$ cat src/core/ssc_consts.vh
// Constants shared by the synchronous serial clock and buffer controller.
`ifndef SSC_CONSTS_VH
`define SSC_CONSTS_VH
// Register addresses on the plain register port.
`define SSC_ADDR_CTRL1 4'h8
`define SSC_ADDR_CTRL2 4'h9
`define SSC_ADDR_STAT 4'hA
`define SSC_ADDR_BUF_HI 4'h7
// First control register fields.
`define SSC_C1_START 7
`define SSC_C1_ABORT 6
`define SSC_C1_MODE_HI 5
`define SSC_C1_MODE_LO 3
`define SSC_C1_CLK_HI 2
`define SSC_C1_CLK_LO 0
// Second control register fields.
`define SSC_C2_WAIT_HI 4
`define SSC_C2_WAIT_LO 3
`define SSC_C2_CNT_HI 2
`define SSC_C2_CNT_LO 0
// Status bits.
`define SSC_ST_ACTIVE 7
`define SSC_ST_SHIFT 6
// Transfer modes.
`define SSC_MODE_TX8 3'h0
`define SSC_MODE_TX4 3'h2
`define SSC_MODE_TXRX8 3'h4
`define SSC_MODE_RX8 3'h5
`define SSC_MODE_RX4 3'h6
// Clock select codes.
`define SSC_CLK_SLOWEST 3'h0
`define SSC_CLK_RESERVED 3'h6
`define SSC_CLK_EXTERNAL 3'h7
// Period exponents of the internal shift clock (divide by 2^n, each half lasting 2^(n-1) clocks).
`define SSC_DIV_BASE 4'hD
`define SSC_DIV_LOW 4'h5
`define SSC_DIV_FAST_TOP 4'h9
// Bits per word.
`define SSC_BITS8 4'h8
`define SSC_BITS4 4'h4
`endif

$ cat src/core/ssc_buf_mem.v
// Eight-entry data buffer with registered read data.
`timescale 1ns/1ns
module ssc_buf_mem #(
    parameter AW = 3,
    parameter DW = 8
) (
    // Clock.
    input wire clock_i,
    // Write port.
    input wire wr_en_i,
    input wire [AW-1:0] wr_addr_i,
    input wire [DW-1:0] wr_data_i,
    // Read port.
    input wire [AW-1:0] rd_addr_i,
    output reg [DW-1:0] rd_data_o
);
reg [DW-1:0] mem_r [0:(1<<AW)-1];

always @(posedge clock_i) begin
    if (wr_en_i) begin
        mem_r[wr_addr_i] <= wr_data_i;
    end
    rd_data_o <= mem_r[rd_addr_i];
end
endmodule // ssc_buf_mem

$ cat src/core/ssc_ctrl.v
// Clocking, buffer sequencing and status of the synchronous serial port.
`timescale 1ns/1ns
`include "ssc_consts.vh"
// Notes on behaviour
// - Clock code 111 takes the external clock pin; 000..101 use internal, 110 gives no clock.
// - Codes 000..101 give six internal rates; 000 slows with low source.
// - Internal clock is driven on the pin, high when transfer starts.
// - Internal clock halts while software lags on buffer access.
// - Outgoing bits change on the falling clock edge.
// - Incoming bits are sampled on the rising clock edge.
// - First control register is write-only and reads back zero.
// - Wait field stretches internal-clock frame to 1, 2, 4 or 8 word times; external clock ignores it.
// - Word count field picks 1 to 8 words from buffer base upward.
// - 4-bit mode shifts the low nibble; reception zeros the high one.
// - Transmit from lowest entry; receive stores ascending from lowest.
// - Programmed word count is kept after a transfer.
// - Status shows transfer active and shift active flags.
// - With start cleared, active drops at word end or at once on abort.
// - Abort stops the transfer and clears itself.
// - Interrupt fires once the programmed number of words has moved.
module ssc_ctrl #(
    parameter AW = 4
) (
    // Clock and reset.
    input wire clock_i,
    input wire rst_b_i,
    // Register port.
    input wire [AW-1:0] addr_i,
    input wire [7:0] wdata_i,
    input wire wr_i,
    input wire rd_i,
    output reg [7:0] rdata_o,
    // Clock source.
    input wire low_freq_sel_i,
    input wire low_freq_tick_i,
    // Serial pins.
    input wire sck_i,
    output reg sck_o,
    output reg sck_oe_o,
    input wire sdi_i,
    output reg sdo_o,
    // Event.
    output reg serial_irq_o
);
localparam ST_IDLE = 2'h0;
localparam ST_SHIFT = 2'h1;
localparam ST_WAIT = 2'h2;
localparam ST_HOLD = 2'h3;

reg start_r, abort_r;
reg [2:0] mode_r, clk_sel_r, cnt_r, widx_r;
reg [1:0] wait_r;
reg [1:0] state_r;
reg [7:0] shreg_r;
reg [3:0] bit_r;
reg [13:0] div_r;
reg [7:0] gap_r;
reg sck_in_d_r;
reg buf_touch_r;
reg active_r, shift_r;
reg rd_buf_r;
reg [7:0] rd_word_r;
wire [7:0] mem_q;
reg mem_we;
reg [2:0] mem_wa, mem_ra;
reg [7:0] mem_wd;

wire is_ext = (clk_sel_r == `SSC_CLK_EXTERNAL);
wire is_rsv = (clk_sel_r == `SSC_CLK_RESERVED);
wire nib = (mode_r == `SSC_MODE_TX4) || (mode_r == `SSC_MODE_RX4);
wire do_rx = (mode_r == `SSC_MODE_RX8) || (mode_r == `SSC_MODE_RX4) ||
             (mode_r == `SSC_MODE_TXRX8);
wire do_tx = !((mode_r == `SSC_MODE_RX8) || (mode_r == `SSC_MODE_RX4));
wire [3:0] nbits = nib ? `SSC_BITS4 : `SSC_BITS8;
wire buf_acc = (wr_i || rd_i) && (addr_i <= `SSC_ADDR_BUF_HI);
wire lf_mode = (clk_sel_r == `SSC_CLK_SLOWEST) && low_freq_sel_i;
wire ctrl1_wr = wr_i && (addr_i == `SSC_ADDR_CTRL1);

reg [3:0] half_exp;
always @* begin
    if (clk_sel_r == `SSC_CLK_SLOWEST) begin
        half_exp = low_freq_sel_i ? `SSC_DIV_LOW : `SSC_DIV_BASE;
    end else begin
        half_exp = `SSC_DIV_FAST_TOP - {1'b0, clk_sel_r};
    end
end
wire [13:0] half_mask = (14'h0001 << (half_exp - 4'h1)) - 14'h0001;
wire div_tick = lf_mode ?
    (low_freq_tick_i && ((div_r & half_mask) == half_mask)) :
    ((div_r & half_mask) == half_mask);

// falling and rising edges, internal or external
wire int_fall = !is_ext && !is_rsv && div_tick && sck_o;
wire int_rise = !is_ext && !is_rsv && div_tick && !sck_o;
wire ext_fall = is_ext && sck_in_d_r && !sck_i;
wire ext_rise = is_ext && !sck_in_d_r && sck_i;
wire fall_e = int_fall || ext_fall;
wire rise_e = int_rise || ext_rise;
wire last_bit = (bit_r == nbits - 4'h1);
wire last_word = (widx_r == cnt_r);

ssc_buf_mem #(
    .AW(3),
    .DW(8)
) u_mem (
    .clock_i(clock_i),
    .wr_en_i(mem_we),
    .wr_addr_i(mem_wa),
    .wr_data_i(mem_wd),
    .rd_addr_i(mem_ra),
    .rd_data_o(mem_q)
);

// Software buffer writes and shifter deposits share the one write port.
always @* begin
    mem_we = 1'b0;
    mem_wa = addr_i[2:0];
    mem_wd = wdata_i;
    mem_ra = widx_r;
    if (state_r == ST_SHIFT && rise_e && last_bit && do_rx) begin
        mem_we = 1'b1;
        mem_wa = widx_r;
        mem_wd = nib ? {4'h0, sdi_i, shreg_r[7:5]} : {sdi_i, shreg_r[7:1]};
    end else if (wr_i && buf_acc) begin
        mem_we = 1'b1;
    end
    if (rd_i && buf_acc) begin
        mem_ra = addr_i[2:0];
    end
end

// Buffer data come from the buffer's own read register, so the status
// word is registered here as well and both stand one cycle after the strobe.
always @* begin
    rdata_o = rd_buf_r ? mem_q : rd_word_r;
end

always @(posedge clock_i) begin
    if (!rst_b_i) begin
        start_r <= 1'b0;
        abort_r <= 1'b0;
        mode_r <= 3'h0;
        clk_sel_r <= 3'h0;
        wait_r <= 2'h0;
        cnt_r <= 3'h0;
        state_r <= ST_IDLE;
        widx_r <= 3'h0;
        bit_r <= 4'h0;
        shreg_r <= 8'h00;
        div_r <= 14'h0000;
        gap_r <= 8'h00;
        sck_in_d_r <= 1'b1;
        buf_touch_r <= 1'b0;
        active_r <= 1'b0;
        shift_r <= 1'b0;
        sck_o <= 1'b1;
        sck_oe_o <= 1'b0;
        sdo_o <= 1'b1;
        serial_irq_o <= 1'b0;
        rd_buf_r <= 1'b0;
        rd_word_r <= 8'h00;
    end else begin
        sck_in_d_r <= sck_i;
        serial_irq_o <= 1'b0;
        // The low-frequency source advances the divider only on its ticks.
        if (!lf_mode || low_freq_tick_i) begin
            div_r <= div_r + 14'h0001;
        end
        // pin driven for every clock code but external 111
        sck_oe_o <= !is_ext;
        if (buf_acc) begin
            buf_touch_r <= 1'b1;
        end
        if (ctrl1_wr) begin
            start_r <= wdata_i[`SSC_C1_START];
            abort_r <= wdata_i[`SSC_C1_ABORT];
            mode_r <= wdata_i[`SSC_C1_MODE_HI:`SSC_C1_MODE_LO];
            clk_sel_r <= wdata_i[`SSC_C1_CLK_HI:`SSC_C1_CLK_LO];
        end
        if (wr_i && addr_i == `SSC_ADDR_CTRL2) begin
            wait_r <= wdata_i[`SSC_C2_WAIT_HI:`SSC_C2_WAIT_LO];
            cnt_r <= wdata_i[`SSC_C2_CNT_HI:`SSC_C2_CNT_LO];
        end
        rd_buf_r <= rd_i && buf_acc;
        rd_word_r <= 8'h00;
        if (rd_i && addr_i == `SSC_ADDR_STAT) begin
            rd_word_r <= {active_r, shift_r, 6'h00};
        end
        // abort stops and self-clears, flag drops at once
        if (abort_r) begin
            // A new abort written in this very cycle must not be lost.
            abort_r <= ctrl1_wr && wdata_i[`SSC_C1_ABORT];
            state_r <= ST_IDLE;
            active_r <= 1'b0;
            shift_r <= 1'b0;
            sck_o <= 1'b1;
        end else begin
            case (state_r)
            ST_IDLE: begin
                sck_o <= 1'b1;
                if (start_r && !is_rsv) begin
                    // pin high at start, lowest entry first
                    state_r <= ST_SHIFT;
                    widx_r <= 3'h0;
                    bit_r <= 4'h0;
                    active_r <= 1'b1;
                    shift_r <= 1'b1;
                    buf_touch_r <= buf_acc;
                    div_r <= 14'h0000;
                end
            end
            ST_SHIFT: begin
                if (int_fall || int_rise) begin
                    sck_o <= !sck_o;
                end
                // One register shifts right on rising edges: sent bits
                // leave at the bottom while received bits enter the top.
                if (fall_e && bit_r == 4'h0) begin
                    shreg_r <= mem_q;
                end
                // drive next bit on falling edge
                if (fall_e && do_tx) begin
                    sdo_o <= (bit_r == 4'h0) ? mem_q[0] : shreg_r[0];
                end
                if (rise_e) begin
                    shreg_r <= {sdi_i, shreg_r[7:1]};
                    bit_r <= bit_r + 4'h1;
                    if (last_bit) begin
                        bit_r <= 4'h0;
                        shift_r <= 1'b0;
                        gap_r <= 8'h00;
                        state_r <= ST_WAIT;
                    end
                end
            end
            ST_WAIT: begin
                // internal-clock frame is word time shifted by the wait field, external skips the gap
                if (int_fall || int_rise) begin
                    gap_r <= gap_r + 8'h01;
                end
                if (is_ext || gap_r >= ({4'h0, nbits} <<
                        ({1'b0, wait_r} + 3'h1)) - {3'h0, nbits, 1'b0}) begin
                    state_r <= ST_HOLD;
                    if (last_word) begin
                        serial_irq_o <= 1'b1;
                    end
                end
            end
            ST_HOLD: begin
                if (!start_r) begin
                    // ends after the word in flight
                    state_r <= ST_IDLE;
                    active_r <= 1'b0;
                end else if (!last_word) begin
                    widx_r <= widx_r + 3'h1;
                    state_r <= ST_SHIFT;
                    shift_r <= 1'b1;
                end else if (is_ext || buf_touch_r) begin
                    // internal clock waits for a buffer access
                    widx_r <= 3'h0;
                    buf_touch_r <= buf_acc;
                    state_r <= ST_SHIFT;
                    shift_r <= 1'b1;
                end
            end
            default: begin
                state_r <= ST_IDLE;
            end
            endcase
        end
    end
end
endmodule // ssc_ctrl

$ cat config.mk
export PLATFORM = sky130hd
export DESIGN_NAME = ssc_ctrl
export DESIGN_NICKNAME = d
export VERILOG_FILES = /design/src/core/ssc_buf_mem.v /design/src/core/ssc_ctrl.v
export VERILOG_INCLUDE_DIRS = /design/src /design/src/core
export SDC_FILE = /design/constraint.sdc
export NUM_CORES = 1
export LEC_CHECK = 0
export BUFFER_PORTS_ARGS = -buffer_cell sky130_fd_sc_hd__buf_2
export CORE_ASPECT_RATIO = 0.5
export CORE_MARGIN = 4
export CORE_UTILIZATION = 40
export DETAILED_ROUTE_END_ITERATION = 10
export REMOVE_ABC_BUFFERS = 1
export SKIP_CTS_REPAIR_TIMING = 1
export SLEW_MARGIN = 20
export SYNTH_ARGS = -nofsm -noshare
export SYNTH_HDL_FRONTEND = slang
export SYNTH_SLANG_ARGS = --single-unit
$ cat constraint.sdc
create_clock -name clock_i -period 5.9 [get_ports clock_i]
set_input_delay 0.295 -clock clock_i [delete_from_list [all_inputs] [get_ports clock_i]]
set_output_delay 0.295 -clock clock_i [all_outputs]
set_load 0.005 [all_outputs]
==> impl_metrics.env <==
export IMPL_reg2reg_to="u_mem.mem_r[0][3]"
export IMPL_synthCells=690
export IMPL_via_count=5328
export IMPL_rr_startpoint="clk_sel_r[2]"
export IMPL_critPathBufInv=2
export IMPL_layout_worst_path_cycle_share=0.769
export IMPL_portBuffers=31
export IMPL_p_leak_uw=0.00307
export IMPL_vias_per_cell=5.50
export IMPL_drc=0
export IMPL_critPathTopFamily="compound AO/OA/AOI/OAI gates"
export IMPL_die_x_um=199
export IMPL_finalHoldViolCount=0
export IMPL_drt_iter0_markers=431
export IMPL_skew_ns=0.00998
export IMPL_postPlaceCellArea_mm2=0.00770
export IMPL_clock_fmax_mhz=220
export IMPL_ys_async_sr_fraction=0
export IMPL_drive_gt1_frac=0.184
export IMPL_tns_ns=0
export IMPL_rsz0062_at_grt="no"
export IMPL_syn2layout_area_growth_pct=13.3
export IMPL_worst_pin_slew_ns=1.03
export IMPL_die_h_um=104
export IMPL_design_area_mm2=0.00828
export IMPL_crit_path_top_delay_cell="mux2i_1"
export IMPL_overflow=0
export IMPL_wl_per_cell_um=17.3
export IMPL_start_kind="flop"
export IMPL_start_util=0.414
export IMPL_synth_area_leaders="edfxtp_1 (26%), dfxtp_1 (19%), mux2i_1 (5.6%)"
export IMPL_grt_pass1_wl_um=28200
export IMPL_period_minus_slack_ns=4.54
export IMPL_clk_pin_slew_ns=0.06
export IMPL_crit_cells=14
export IMPL_synth_xor_area_frac=0.0276
export IMPL_finalSetupViolations=0
export IMPL_yosysMostFrequentCell="dfxtp_1"
export IMPL_outcome="finished clean"
export IMPL_grt_pass1_vias=5373
export IMPL_antenna_found_initial=0
export IMPL_io_pins=32
export IMPL_synth_simple_gate_area_frac=0.183
export IMPL_nFillCells=1618
export IMPL_yosys_area_top_type_share=0.263
export IMPL_yosysTopAreaCell="edfxtp_1"
export IMPL_yosys_warnings=0
export IMPL_finalWirelength_um=16800
export IMPL_synth_seq_area_share=0.458
export IMPL_p_per_area_mw_per_mm2=283
export IMPL_synthFlopType="dfxtp_1"
export IMPL_grt_max_degree=27
export IMPL_cts_tree="done"
export IMPL_critPathMaxStageDelay_ns=0.64
export IMPL_hold_class="input pin to flop"
export IMPL_cp_end_kind="flop"
export IMPL_startpoint="clk_sel_r[2]"
export IMPL_num_rows=34
export IMPL_worstSetupPathType="flop to flop"
export IMPL_critical_path_required_ns=5.94
export IMPL_synth_top_family_by_area="simple AND/OR/NAND/NOR gates"
export IMPL_ys_seq_elements=135
export IMPL_syn_cell_area_mm2=0.00731
export IMPL_cts_buffer_depth=2
export IMPL_dp_hpwl_um=12000
export IMPL_synth_fa_ha_area_frac=0.0462
export IMPL_cp_max_fo=13
export IMPL_yosysUniqueCellTypes=77
export IMPL_synth_common_cells="dfxtp_1 (71), nand2_1 (66), edfxtp_1 (64), nor2_1 (64), mux2i_1 (41)"
export IMPL_clock_latency_ns=0.42
export IMPL_slew_violations=0
export IMPL_r2r_setup_slack_ns=1.36
export IMPL_synth_edf_count=64
export IMPL_cts_buffers=17
export IMPL_cts_root_buf="clkbuf_16"
export IMPL_grtUsageTotal=0.169
export IMPL_core_area_mm2=0.0177
export IMPL_htreeDepth=4
export IMPL_crit_path_cell_trace="inv_1 -> ha_1 -> nor3b_2 -> nand2_1 -> ha_1 -> xor2_1 -> a32oi_1 -> o21ai_1 -> a211oi_2 -> o211ai_4 -> o41ai_4 -> nand3_2 -> buf_4 -> mux2i_1"
export IMPL_ant_nets=0
export IMPL_nets=768
export IMPL_antenna_cells=0
export IMPL_relSlewSlack=0.312
export IMPL_dr_pass1_iters=5
export IMPL_synth_compound_area_frac=0.120
export IMPL_crit_path_end="u_mem.mem_r[0][3]"
export IMPL_syn_avg_cell_area_um2=10.6
export IMPL_cts_num_sinks=135
export IMPL_maxCapViolations=0
export IMPL_gp_congestion=0.935
export IMPL_dieArea_mm2=0.0206
export IMPL_synth_area_mux_share=0.133
export IMPL_critPathArrivalTime_ns=4.58
export IMPL_ir_drop_uv=201
export IMPL_ff2ff_path_depth=14
export IMPL_worst_path_most_repeated_cell="ha_1"
-- how the worst min path moves through the flow --
| stage | from | to | slack, ns | cells past startpoint |
|---|---|---|---|---|
| 5_1_grt | sck_i | sck_in_d_r | 0.09 | 2 |
| 6_report | sck_i | sck_in_d_r | 0.1 | 2 |
| 2_1_floorplan | rst_b_i | sck_in_d_r | 0.37 | 1 |
| 3_3_place_gp | buf_touch_r | buf_touch_r | 0.46 | 2 |
| 4_1_cts | sck_i | sck_in_d_r | 0.08 | 2 |
| 3_5_place_dp | buf_touch_r | buf_touch_r | 0.47 | 2 |
-- kinds of logic (layout without fill, tap and decap cells) --
| kind of cell | Yosys count | count (layout) |
|---|---|---|
| simple gates | 258 | 258 |
| flops | 135 | 135 |
| compound gates | 118 | 118 |
| mux | 74 | 74 |
| buf+inv | 55 | 99 |
| fa+ha+maj | 27 | 27 |
| xor+xnor | 23 | 23 |
-- cells in the final DEF, fill, tap and decap left out, types with 16 or more instances in the layout --
cell / n
dfxtp_1: 71
nand2_1: 66
nor2_1: 64
edfxtp_1: 64
mux2i_1: 40
buf_2: 31
ha_1: 27
a21oi_1: 26
inv_1: 21
nand3_1: 21
clkbuf_16: 19
mux4_2: 16
mux2_2: 16
-- flip-flops by register name, summed over array words and instances, names as in the netlist --
name / flops
abort_r: 1
active_r: 1
bit_r: 4
buf_touch_r: 1
clk_sel_r: 3
cnt_r: 3
div_r: 14
gap_r: 8
mode_r: 3
rd_buf_r: 1
rd_word_r: 2
sck_in_d_r: 1
sck_o: 1
sck_oe_o: 1
sdo_o: 1
serial_irq_o: 1
shift_r: 1
shreg_r: 8
start_r: 1
state_r: 2
u_mem.mem_r: 64
u_mem.rd_data_o: 8
wait_r: 2
widx_r: 3
-- final cells by class --
class	count	area, µm²	area share
clock inverter	11	86.3	0.0104
inverter	23	86.3	0.0104
sequential	135	3340	0.404
clock buffer	21	493	0.0595
tap	234	293	0.0354
multi-input combinational	500	3730	0.450
timing repair buffer	44	253	0.0305
-- report_power, final --
group / internal, µW / switching [µW] / leakage [µW]
Combinational: 111 / 169 / 0.00163
Clock: 606 / 426 / 0.000286
Sequential: 1010 / 20.4 / 0.00116
-- routing by layer --
layer / vias to the layer above / routed length, µm / share of wire / global-route usage
li1: 2599 / - / - / -
met1: 2610 / 8150 / 0.49 / 0.231
met2: 102 / 7820 / 0.47 / 0.273
met3: 17 / 586 / 0.035 / 0.0363
met4: 0 / 231 / 0.014 / 0.0473
met5: - / 0 / 0 / 0
-- stage by stage --
stage	hold WS [ns]	total power, µW	util	cells	setup slack [ns]
finish	0.0964	2340	0.469	968	1.36
global route	0.0941	2440	0.469	968	1.00
CTS	0.0826	2360	0.469	968	1.33
detailed placement	0.468	1330	0.436	936	1.36
global placement	0.462	1330	0.436	936	1.55
floorplan	0.368	1250	-	658	0.846
(Power assumes the default switching activity.)
